===== config.mk =====
export PLATFORM = sky130hd
export DESIGN_NAME = lsp_port_pins
export DESIGN_NICKNAME = d
export VERILOG_FILES = /design/src/hdl/lsp_pkg.sv /design/src/hdl/lsp_pin_sync.sv /design/src/hdl/lsp_port_pins.sv
export SDC_FILE = /design/constraint.sdc
export NUM_CORES = 1
export LEC_CHECK = 0
export BUFFER_PORTS_ARGS = -buffer_cell sky130_fd_sc_hd__buf_2
export CORE_MARGIN = 2
export CORE_UTILIZATION = 45
export DETAILED_ROUTE_END_ITERATION = 6
export HOLD_SLACK_MARGIN = 0.08
export PLACE_DENSITY = 0.79
export SKIP_LAST_GASP = 1
export SYNTH_ARGS = -nofsm -noshare
export SYNTH_HDL_FRONTEND = slang
export SYNTH_HIERARCHICAL = 1
export SYNTH_SLANG_ARGS = --single-unit

===== constraint.sdc =====
create_clock -name aclk -period 1.4 [get_ports aclk]
set_clock_uncertainty 0.15 [all_clocks]
set_input_delay 0 -clock aclk [delete_from_list [all_inputs] [get_ports aclk]]
set_output_delay 0 -clock aclk [all_outputs]
set_load 0.01 [all_outputs]

===== src/hdl/lsp_pkg.sv =====
`default_nettype none

package lsp_pkg;

	// Bus geometry
	localparam int ADDR_W = 12;
	localparam int IDX_W = 10;

	// Register indices; byte address is four times the index
	localparam logic [IDX_W-1:0] P4_DATA_IDX = 10'h008;
	localparam logic [IDX_W-1:0] P5_DATA_IDX = 10'h009;
	localparam logic [IDX_W-1:0] P4_DIR_IDX = 10'h088;
	localparam logic [IDX_W-1:0] P5_DIR_IDX = 10'h089;
	localparam logic [IDX_W-1:0] P6_DATA_IDX = 10'h107;
	localparam logic [IDX_W-1:0] SEG_EN_IDX = 10'h10D;
	localparam logic [IDX_W-1:0] P6_DIR_IDX = 10'h187;

	// Reset values
	localparam logic [7:0] P4_DATA_RST = 8'h00;
	localparam logic [7:0] DIR_RST = 8'hFF;
	localparam logic [7:0] SEG_EN_RST = 8'hFF;

	// Segment enable field positions
	localparam int SE_P4_LO = 0;
	localparam int SE_P5_LO_A = 1;
	localparam int SE_P5_LO_B = 2;
	localparam int SE_P6_LO = 3;
	localparam int SE_P6_HI = 4;
	localparam int SE_OTHER = 5;
	localparam int SE_P5_HI = 6;
	localparam int SE_P4_HI = 7;

	// Segment numbering of the shared pins
	localparam int SEG_P4_BASE = 0;
	localparam int SEG_P4_HI_BASE = 24;
	localparam int SEG_P5_BASE = 5;
	localparam int SEG_P5_TOP = 27;
	localparam int SEG_P6_BASE = 12;
	localparam int P4_IO_PINS = 5;

	// Bus responses
	localparam logic [1:0] RESP_OKAY = 2'b00;
	localparam logic [1:0] RESP_SLVERR = 2'b10;

	// One pin group as driven towards the pads
	typedef struct packed {
		logic [7:0] o;
		logic [7:0] oe_n;
	} lsp_pad_t;

	// Drive levels offered by the LCD waveform generator
	typedef struct packed {
		logic [31:0] seg;
		logic [3:1] com;
		logic [3:1] com_use;
	} lsp_lcd_src_t;

endpackage : lsp_pkg
`default_nettype wire


===== src/hdl/lsp_pin_sync.sv =====
`timescale 1ns/1ps
`default_nettype none

module lsp_pin_sync #(
	parameter int WIDTH = 8
) (
	// Clock and reset
	input wire logic aclk,
	input wire logic aresetn,
	// Pads and filtered levels
	input wire logic [WIDTH-1:0] pin_i,
	output logic [WIDTH-1:0] level_o
);

	logic [WIDTH-1:0] s1_q;
	logic [WIDTH-1:0] s2_q;
	logic [WIDTH-1:0] s3_q;

	always_ff @(posedge aclk) begin
		if (!aresetn) begin
			s1_q <= '0;
			s2_q <= '0;
			s3_q <= '0;
		end else begin
			s1_q <= pin_i;
			s2_q <= s1_q;
			s3_q <= s2_q;
		end
	end

	// Accept a new level only once two stages agree, acting as a glitch filter
	always_ff @(posedge aclk) begin
		if (!aresetn) begin
			level_o <= '0;
		end else begin
			for (int i = 0; i < WIDTH; i++) begin
				if (s2_q[i] == s3_q[i]) begin
					level_o[i] <= s3_q[i];
				end
			end
		end
	end

endmodule : lsp_pin_sync
`default_nettype wire


===== src/hdl/lsp_port_pins.sv =====
// Overview of operation
// - Port four: eight Schmitt inputs, pins 0-4 bidirectional digital or segment drivers.
// - Port four pins 5-7: digital input or LCD driver, never digital output.
// - Port four direction acts only on pins 0-4 and only in digital mode.
// - After reset every shared pin is an LCD segment or common driver.
// - A set segment enable forces LCD drive regardless of direction bits.
// - Port four pins 0-4 carry segments 0-4 in LCD mode.
// - Port four pins 5-7 carry segments 29-31 or commons 3, 2, 1.
// - Port five: eight input-only Schmitt pins, each shared with a segment.
// - Port five pins 0-6 carry segments 5-11; pin 7 carries segment 27.
// - Port five pin 7 and segment 27 are absent on the reduced package.
// - Port six: eight input-only Schmitt pins, each shared with a segment.
// - Port six pins 0-7 carry segments 12-19 in LCD mode.
// - Data reads return pin levels; port four data writes load the output latch, port five and six data writes are dropped.
// - Port four direction set means high impedance; clear drives the latch onto the pin. Port five and six direction bits are stored but drive nothing.
`timescale 1ns/1ps
`default_nettype none

module lsp_port_pins #(
	parameter bit FULL_PACKAGE = 1'b1
) (
	// Clock and reset
	input wire logic aclk,
	input wire logic aresetn,
	// AXI4-Lite write channels
	input wire logic [lsp_pkg::ADDR_W-1:0] awaddr,
	input wire logic awvalid,
	output logic awready,
	input wire logic [31:0] wdata,
	input wire logic [3:0] wstrb,
	input wire logic wvalid,
	output logic wready,
	output logic [1:0] bresp,
	output logic bvalid,
	input wire logic bready,
	// AXI4-Lite read channels
	input wire logic [lsp_pkg::ADDR_W-1:0] araddr,
	input wire logic arvalid,
	output logic arready,
	output logic [31:0] rdata,
	output logic [1:0] rresp,
	output logic rvalid,
	input wire logic rready,
	// LCD waveform levels
	input wire lsp_pkg::lsp_lcd_src_t lcd_src,
	// Pads
	input wire logic [7:0] p4_pad_i,
	input wire logic [7:0] p5_pad_i,
	input wire logic [7:0] p6_pad_i,
	output lsp_pkg::lsp_pad_t p4_pad,
	output lsp_pkg::lsp_pad_t p5_pad,
	output lsp_pkg::lsp_pad_t p6_pad
);

	logic [7:0] p4_latch_q;
	logic [7:0] dir4_q;
	logic [7:0] dir5_q;
	logic [7:0] dir6_q;
	logic [7:0] seg_en_q;
	logic [7:0] p4_lvl;
	logic [7:0] p5_lvl;
	logic [7:0] p6_lvl;
	logic [7:0] p5_rd;
	logic acc_q;
	logic bvalid_q;
	logic [1:0] bresp_q;
	logic arready_q;
	logic rvalid_q;
	logic [1:0] rresp_q;
	logic [31:0] rdata_q;
	logic [lsp_pkg::IDX_W-1:0] w_idx;
	logic [lsp_pkg::IDX_W-1:0] r_idx;
	logic w_hit;
	logic r_hit;
	logic wr_en;
	logic [7:0] rd_byte;
	logic [7:0] p4_o_d;
	logic [7:0] p4_oe_n_d;
	logic [7:0] p5_o_d;
	logic [7:0] p5_oe_n_d;
	logic [7:0] p6_o_d;
	logic [7:0] p6_oe_n_d;

	// Input conditioning
	// Schmitt port inputs
	lsp_pin_sync #(.WIDTH(8)) u_sync4 (
		.aclk(aclk),
		.aresetn(aresetn),
		.pin_i(p4_pad_i),
		.level_o(p4_lvl)
	);
	lsp_pin_sync #(.WIDTH(8)) u_sync5 (
		.aclk(aclk),
		.aresetn(aresetn),
		.pin_i(p5_pad_i),
		.level_o(p5_lvl)
	);
	lsp_pin_sync #(.WIDTH(8)) u_sync6 (
		.aclk(aclk),
		.aresetn(aresetn),
		.pin_i(p6_pad_i),
		.level_o(p6_lvl)
	);

	assign p5_rd = FULL_PACKAGE ? p5_lvl : {1'b0, p5_lvl[6:0]};

	// Write path: address and data are taken together in one cycle
	assign w_idx = awaddr[lsp_pkg::ADDR_W-1:2];
	assign r_idx = araddr[lsp_pkg::ADDR_W-1:2];
	assign w_hit = (w_idx == lsp_pkg::P4_DATA_IDX) || (w_idx == lsp_pkg::P5_DATA_IDX) ||
		(w_idx == lsp_pkg::P6_DATA_IDX) || (w_idx == lsp_pkg::P4_DIR_IDX) ||
		(w_idx == lsp_pkg::P5_DIR_IDX) || (w_idx == lsp_pkg::P6_DIR_IDX) ||
		(w_idx == lsp_pkg::SEG_EN_IDX);
	assign r_hit = (r_idx == lsp_pkg::P4_DATA_IDX) || (r_idx == lsp_pkg::P5_DATA_IDX) ||
		(r_idx == lsp_pkg::P6_DATA_IDX) || (r_idx == lsp_pkg::P4_DIR_IDX) ||
		(r_idx == lsp_pkg::P5_DIR_IDX) || (r_idx == lsp_pkg::P6_DIR_IDX) ||
		(r_idx == lsp_pkg::SEG_EN_IDX);
	assign wr_en = acc_q && wstrb[0];

	always_ff @(posedge aclk) begin
		if (!aresetn) begin
			acc_q <= 1'b0;
		end else begin
			acc_q <= awvalid && wvalid && !acc_q && !bvalid_q;
		end
	end

	always_ff @(posedge aclk) begin
		if (!aresetn) begin
			bvalid_q <= 1'b0;
			bresp_q <= lsp_pkg::RESP_OKAY;
		end else if (acc_q) begin
			bvalid_q <= 1'b1;
			bresp_q <= w_hit ? lsp_pkg::RESP_OKAY : lsp_pkg::RESP_SLVERR;
		end else if (bready) begin
			bvalid_q <= 1'b0;
		end
	end

	always_ff @(posedge aclk) begin
		if (!aresetn) begin
			p4_latch_q <= lsp_pkg::P4_DATA_RST;
		end else if (wr_en && w_idx == lsp_pkg::P4_DATA_IDX) begin
			p4_latch_q <= wdata[7:0];
		end
	end

	always_ff @(posedge aclk) begin
		if (!aresetn) begin
			dir4_q <= lsp_pkg::DIR_RST;
			dir5_q <= lsp_pkg::DIR_RST;
			dir6_q <= lsp_pkg::DIR_RST;
		end else if (wr_en) begin
			if (w_idx == lsp_pkg::P4_DIR_IDX) begin
				dir4_q <= wdata[7:0];
			end
			if (w_idx == lsp_pkg::P5_DIR_IDX) begin
				dir5_q <= wdata[7:0];
			end
			if (w_idx == lsp_pkg::P6_DIR_IDX) begin
				dir6_q <= wdata[7:0];
			end
		end
	end

	// All groups start as LCD drivers
	always_ff @(posedge aclk) begin
		if (!aresetn) begin
			seg_en_q <= lsp_pkg::SEG_EN_RST;
		end else if (wr_en && w_idx == lsp_pkg::SEG_EN_IDX) begin
			seg_en_q <= wdata[7:0];
		end
	end

	// Read path
	always_comb begin
		rd_byte = 8'h00;
		unique case (r_idx)
			lsp_pkg::P4_DATA_IDX: rd_byte = p4_lvl;
			lsp_pkg::P5_DATA_IDX: rd_byte = p5_rd;
			lsp_pkg::P6_DATA_IDX: rd_byte = p6_lvl;
			lsp_pkg::P4_DIR_IDX: rd_byte = dir4_q;
			lsp_pkg::P5_DIR_IDX: rd_byte = dir5_q;
			lsp_pkg::P6_DIR_IDX: rd_byte = dir6_q;
			lsp_pkg::SEG_EN_IDX: rd_byte = seg_en_q;
			default: rd_byte = 8'h00;
		endcase
	end

	always_ff @(posedge aclk) begin
		if (!aresetn) begin
			arready_q <= 1'b0;
		end else begin
			arready_q <= arvalid && !arready_q && !rvalid_q;
		end
	end

	always_ff @(posedge aclk) begin
		if (!aresetn) begin
			rvalid_q <= 1'b0;
			rresp_q <= lsp_pkg::RESP_OKAY;
			rdata_q <= 32'h0000_0000;
		end else if (arready_q) begin
			rvalid_q <= 1'b1;
			rresp_q <= r_hit ? lsp_pkg::RESP_OKAY : lsp_pkg::RESP_SLVERR;
			rdata_q <= {24'h00_0000, rd_byte};
		end else if (rready) begin
			rvalid_q <= 1'b0;
		end
	end

	// Pad steering, one slice per pin
	for (genvar i = 0; i < 8; i++) begin : g_pin
		if (i < lsp_pkg::P4_IO_PINS) begin : g_p4_io
			// Direction honoured in digital mode only
			assign p4_o_d[i] = seg_en_q[lsp_pkg::SE_P4_LO] ?
				lcd_src.seg[lsp_pkg::SEG_P4_BASE + i] : p4_latch_q[i];
			assign p4_oe_n_d[i] = seg_en_q[lsp_pkg::SE_P4_LO] ? 1'b0 : dir4_q[i];
		end else begin : g_p4_in
			// Upper pins: LCD drive or input only
			assign p4_o_d[i] = lcd_src.com_use[8 - i] ?
				lcd_src.com[8 - i] : lcd_src.seg[lsp_pkg::SEG_P4_HI_BASE + i];
			assign p4_oe_n_d[i] = !seg_en_q[lsp_pkg::SE_P4_HI];
		end
		if (i < 4) begin : g_p5_a
			assign p5_o_d[i] = lcd_src.seg[lsp_pkg::SEG_P5_BASE + i];
			assign p5_oe_n_d[i] = !seg_en_q[lsp_pkg::SE_P5_LO_A];
		end else if (i < 7) begin : g_p5_b
			assign p5_o_d[i] = lcd_src.seg[lsp_pkg::SEG_P5_BASE + i];
			assign p5_oe_n_d[i] = !seg_en_q[lsp_pkg::SE_P5_LO_B];
		end else begin : g_p5_top
			// Segment 27, absent on the reduced package
			assign p5_o_d[i] = FULL_PACKAGE && lcd_src.seg[lsp_pkg::SEG_P5_TOP];
			assign p5_oe_n_d[i] = !(FULL_PACKAGE && seg_en_q[lsp_pkg::SE_P5_HI]);
		end
		// Segments 12-19, driver off in digital mode
		assign p6_o_d[i] = lcd_src.seg[lsp_pkg::SEG_P6_BASE + i];
		assign p6_oe_n_d[i] = (i < 4) ? !seg_en_q[lsp_pkg::SE_P6_LO] :
			!seg_en_q[lsp_pkg::SE_P6_HI];
	end

	// Pads registered so they never glitch through the mux
	always_ff @(posedge aclk) begin
		if (!aresetn) begin
			p4_pad <= '{o: 8'h00, oe_n: 8'h00};
			p5_pad <= '{o: 8'h00, oe_n: FULL_PACKAGE ? 8'h00 : 8'h80};
			p6_pad <= '{o: 8'h00, oe_n: 8'h00};
		end else begin
			p4_pad <= '{o: p4_o_d, oe_n: p4_oe_n_d};
			p5_pad <= '{o: p5_o_d, oe_n: p5_oe_n_d};
			p6_pad <= '{o: p6_o_d, oe_n: p6_oe_n_d};
		end
	end

	assign awready = acc_q;
	assign wready = acc_q;
	assign bvalid = bvalid_q;
	assign bresp = bresp_q;
	assign arready = arready_q;
	assign rvalid = rvalid_q;
	assign rresp = rresp_q;
	assign rdata = rdata_q;

	// Release edge still launches reset pads, so checking starts one edge later
	logic live_q;
	always_ff @(posedge aclk) begin
		live_q <= aresetn;
	end
endmodule : lsp_port_pins
`default_nettype wire


==> impl_metrics.tcl <==
set metrics [dict create \
    fillers 1097 \
    clk_path_buf_depth 2 \
    arrival_ns 1.56 \
    cts-htree-levels 4 \
    port_buffers 152 \
    fin_setup_tns_ns 0 \
    synth_warnings 6 \
    cts_tree "yes" \
    reg2reg_depth 5 \
    antenna_found_initial 2 \
    grt-ovfl-total 0 \
    switching_power_uw 2460 \
    crit_end "dir4_q[7]" \
    synthDominantCellAreaShare_pct 55.0 \
    synthFlopType "dfxtp_1" \
    ios 218 \
    synthArstFlopShare_pct 0 \
    drv_cap 0 \
    cts_inserted_buffers 17 \
    clkPwrFrac_pct 42.2 \
    placed_area_um2 7610 \
    fmax_mhz 716 \
    fin_nets 1037 \
    timing.rr.end "dir4_q[7]" \
    dr.pass1.iters 5 \
    drt_iter0_drc 265 \
    hold_start "awaddr[9]" \
    core_area_um2 14500 \
    fin_crit_sh_pct 99.7 \
    setup_viol 0 \
    synth_area_leaders "dfxtp_1 55%, and2_1 8.9%, mux2i_1 7.6%" \
    synth_area_um2 6620 \
    p_total_uw 10800 \
    rsz0062_at_grt "yes" \
    p_seq_share_pct 49.6 \
    fin_cells 1107 \
    drc_errors 0 \
    path_class "reg2reg" \
    p_int_uw 8350 \
    drive_above_1_share_pct 30.1 \
    num_vias 5262 \
    timing.hold.ws_ns -0.0773 \
    synth_enable_flop_cells 0 \
    cp-startpoint "awready" \
    switching_share_pct 22.7 \
    synth_seq_area_share_pct 55.0 \
    grt_max_degree 66 \
    r2r_slack_ns 0.004 \
    yosysUniqueCellTypes 48 \
    synthCells 622 \
    vias_per_cell 4.75 \
    fp.dieW_um 125 \
    synth_top_cell_by_area "dfxtp_1" \
    placed_cells 954 \
    first_global_vias 5296 \
    register_area_um2 3650 \
    die_y_um 125 \
    ys_ff_latch 182 \
    cts_sinks 182 \
    cp_max_fo 8 \
    ant_nets 0 \
    syn_avg_cell_area_um2 10.6 \
    violations "hold timing" \
    maxSlewViolCount 0 \
    grt_pass1_wl_mm 25.9 \
    worst_ir_drop_vdd_mv 0.811 \
    wl_per_cell_um 15.0 \
    cp.required_ns 1.56 \
    multi_input_area_um2 2730 \
    rows 44 \
    total_leakage_power_uw 0.00426 \
    clk_pin_slew_worst_paths_ns 0.07 \
    drt-total-wl_mm 16.6 \
    endpoint_kind "flip-flop" \
    final_area_um2 9480 \
    cp-start-kind "flip-flop" \
    combPwrFrac_pct 8.2 \
    powerDensity_nw_per_um2 1140 \
    track_usage_pct 21.0 \
    fin_crit_ns 1.40 \
    syn_to_final_growth_pct 43.3 \
    status "finished with violations" \
    insertion_delay_ns 0.43 \
    finalHoldViolations 1 \
    hp-class "in2reg" \
    cts-root-buf "clkbuf_16" \
    initial_utilization_pct 45.7 \
    place_congestion 0.900 \
    dp_hpwl_mm 10.2 \
    r2r_start "awready" \
    dieArea_um2 15700 \
]
timing repair:
action                                 4_1_cts  5_1_grt
resized for setup                            7       19
hold buffers                               114        4
pin swaps                                    2       12
setup endpoints to repair                   14       35
setup buffers                                1        4
endpoints found under the hold margin      131       13
metal layers:
| layer | GRT usage, % | routed length [um] | up-vias |
|---|---|---|---|
| met5 | 0 | 0 | - |
| met4 | 8.95 | 397 | 0 |
| met3 | 5.65 | 1080 | 27 |
| met2 | 38.7 | 8550 | 188 |
| met1 | 22.6 | 6520 | 2446 |
| li1 | - | - | 2601 |
cells by family (layout without fill, tap and decap cells):
family                 after synthesis  in the layout  synth area share [%]
muxes                               57             57                  8.92
and+or+nand+nor                    223            223                  19.3
DFF                                182            182                  55.0
AOI/OAI and AO/OA                   90             90                  10.1
other                                1             28                0.0566
buffers and inverters               69            343                  6.54
through the flow:
step	utilization, %	setup slack (ns)	hold WS, ns
2_1_floorplan	-	-0.0177	-0.0259
3_3_place_gp	52.6	-0.217	0.0549
3_5_place_dp	52.6	-0.233	0.0581
4_1_cts	64.7	-0.0698	-0.117
5_1_grt	65.5	-0.0585	-0.0371
6_report	65.5	0.00391	-0.0773
worst min path at each step:
stage	to	slack (ns)	depth (start not counted)
floorplan	seg_en_q[7]	-0.03	2
CTS	seg_en_q[7]	-0.12	4
finish	seg_en_q[7]	-0.08	4
detailed placement	p5_pad[14]	0.06	2
global route	seg_en_q[7]	-0.04	4
global placement	u_sync4/s1_q[1]	0.05	2
final cells by class:
cell class	count	share of cell area [%]
well taps	184	2.43
inverters	4	0.158
multi-input cells	396	28.8
diodes	2	0.0528
clock buffers	20	4.71
clock inverters	12	1.24
flip-flops and latches	182	38.5
repair buffers	307	24.1
Yosys cell counts, types with 2 or more instances:
master	instances
a21boi_0	6
a21boi_2	18
a221oi_1	6
a22o_1	5
a22oi_1	7
a31oi_1	2
and2_1	94
buf_2	4
buf_4	43
clkbuf_1	12
clkbuf_2	6
dfxtp_1	182
inv_1	4
mux2_2	6
mux2i_1	50
nand2_1	73
nand3_1	5
nand4_1	3
nand4b_1	2
nor2_1	4
nor2b_1	23
nor3_1	3
nor3b_1	2
o211ai_1	2
o21a_1	2
o21ai_0	35
or3_1	2
cell usage in the layout (no fill, tap or decap), types with 17 or more instances in the layout:
cell,netlist,routed
buf_2,4,151
dlygate4sd3_1,0,112
buf_4,43,35
o21ai_0,35,33
nor2b_1,23,22
conb_1,1,26
a21boi_2,18,18
clkbuf_16,0,17
dfxtp_1,182,179
nand2_1,73,72
mux2i_1,50,49
and2_1,94,94
state kept, by name (all words and copies together), names as in the netlist, 5 cells and up:
name / cells
p4_pad: 14
p5_pad: 11
p6_pad: 10
dir4_q: 8
dir5_q: 8
dir6_q: 8
rdata: 8
seg_en_q: 8
u_sync4/level_o: 8
u_sync4/s1_q: 8
u_sync4/s2_q: 8
u_sync4/s3_q: 8
u_sync5/level_o: 8
u_sync5/s1_q: 8
u_sync5/s2_q: 8
u_sync5/s3_q: 8
u_sync6/level_o: 8
u_sync6/s1_q: 8
u_sync6/s2_q: 8
u_sync6/s3_q: 8
p4_latch_q: 5
power by group through the flow:
stage	Clock (uW)	Combinational (uW)	Sequential, uW
after floorplan	0	331	5490
after global placement	0	598	5460
after detailed placement	0	604	5470
after CTS	4620	861	5350
after global routing	4860	959	5360
final	4560	888	5350
critical path: stages, from the launching register on:
cell and delay, ns:
dfxtp_4 0.37, and3_4 0.22, nand4b_1 0.11, buf_6 0.18, mux2i_2 0.18, nand2_1 0.06
(Power assumes the default switching activity.)
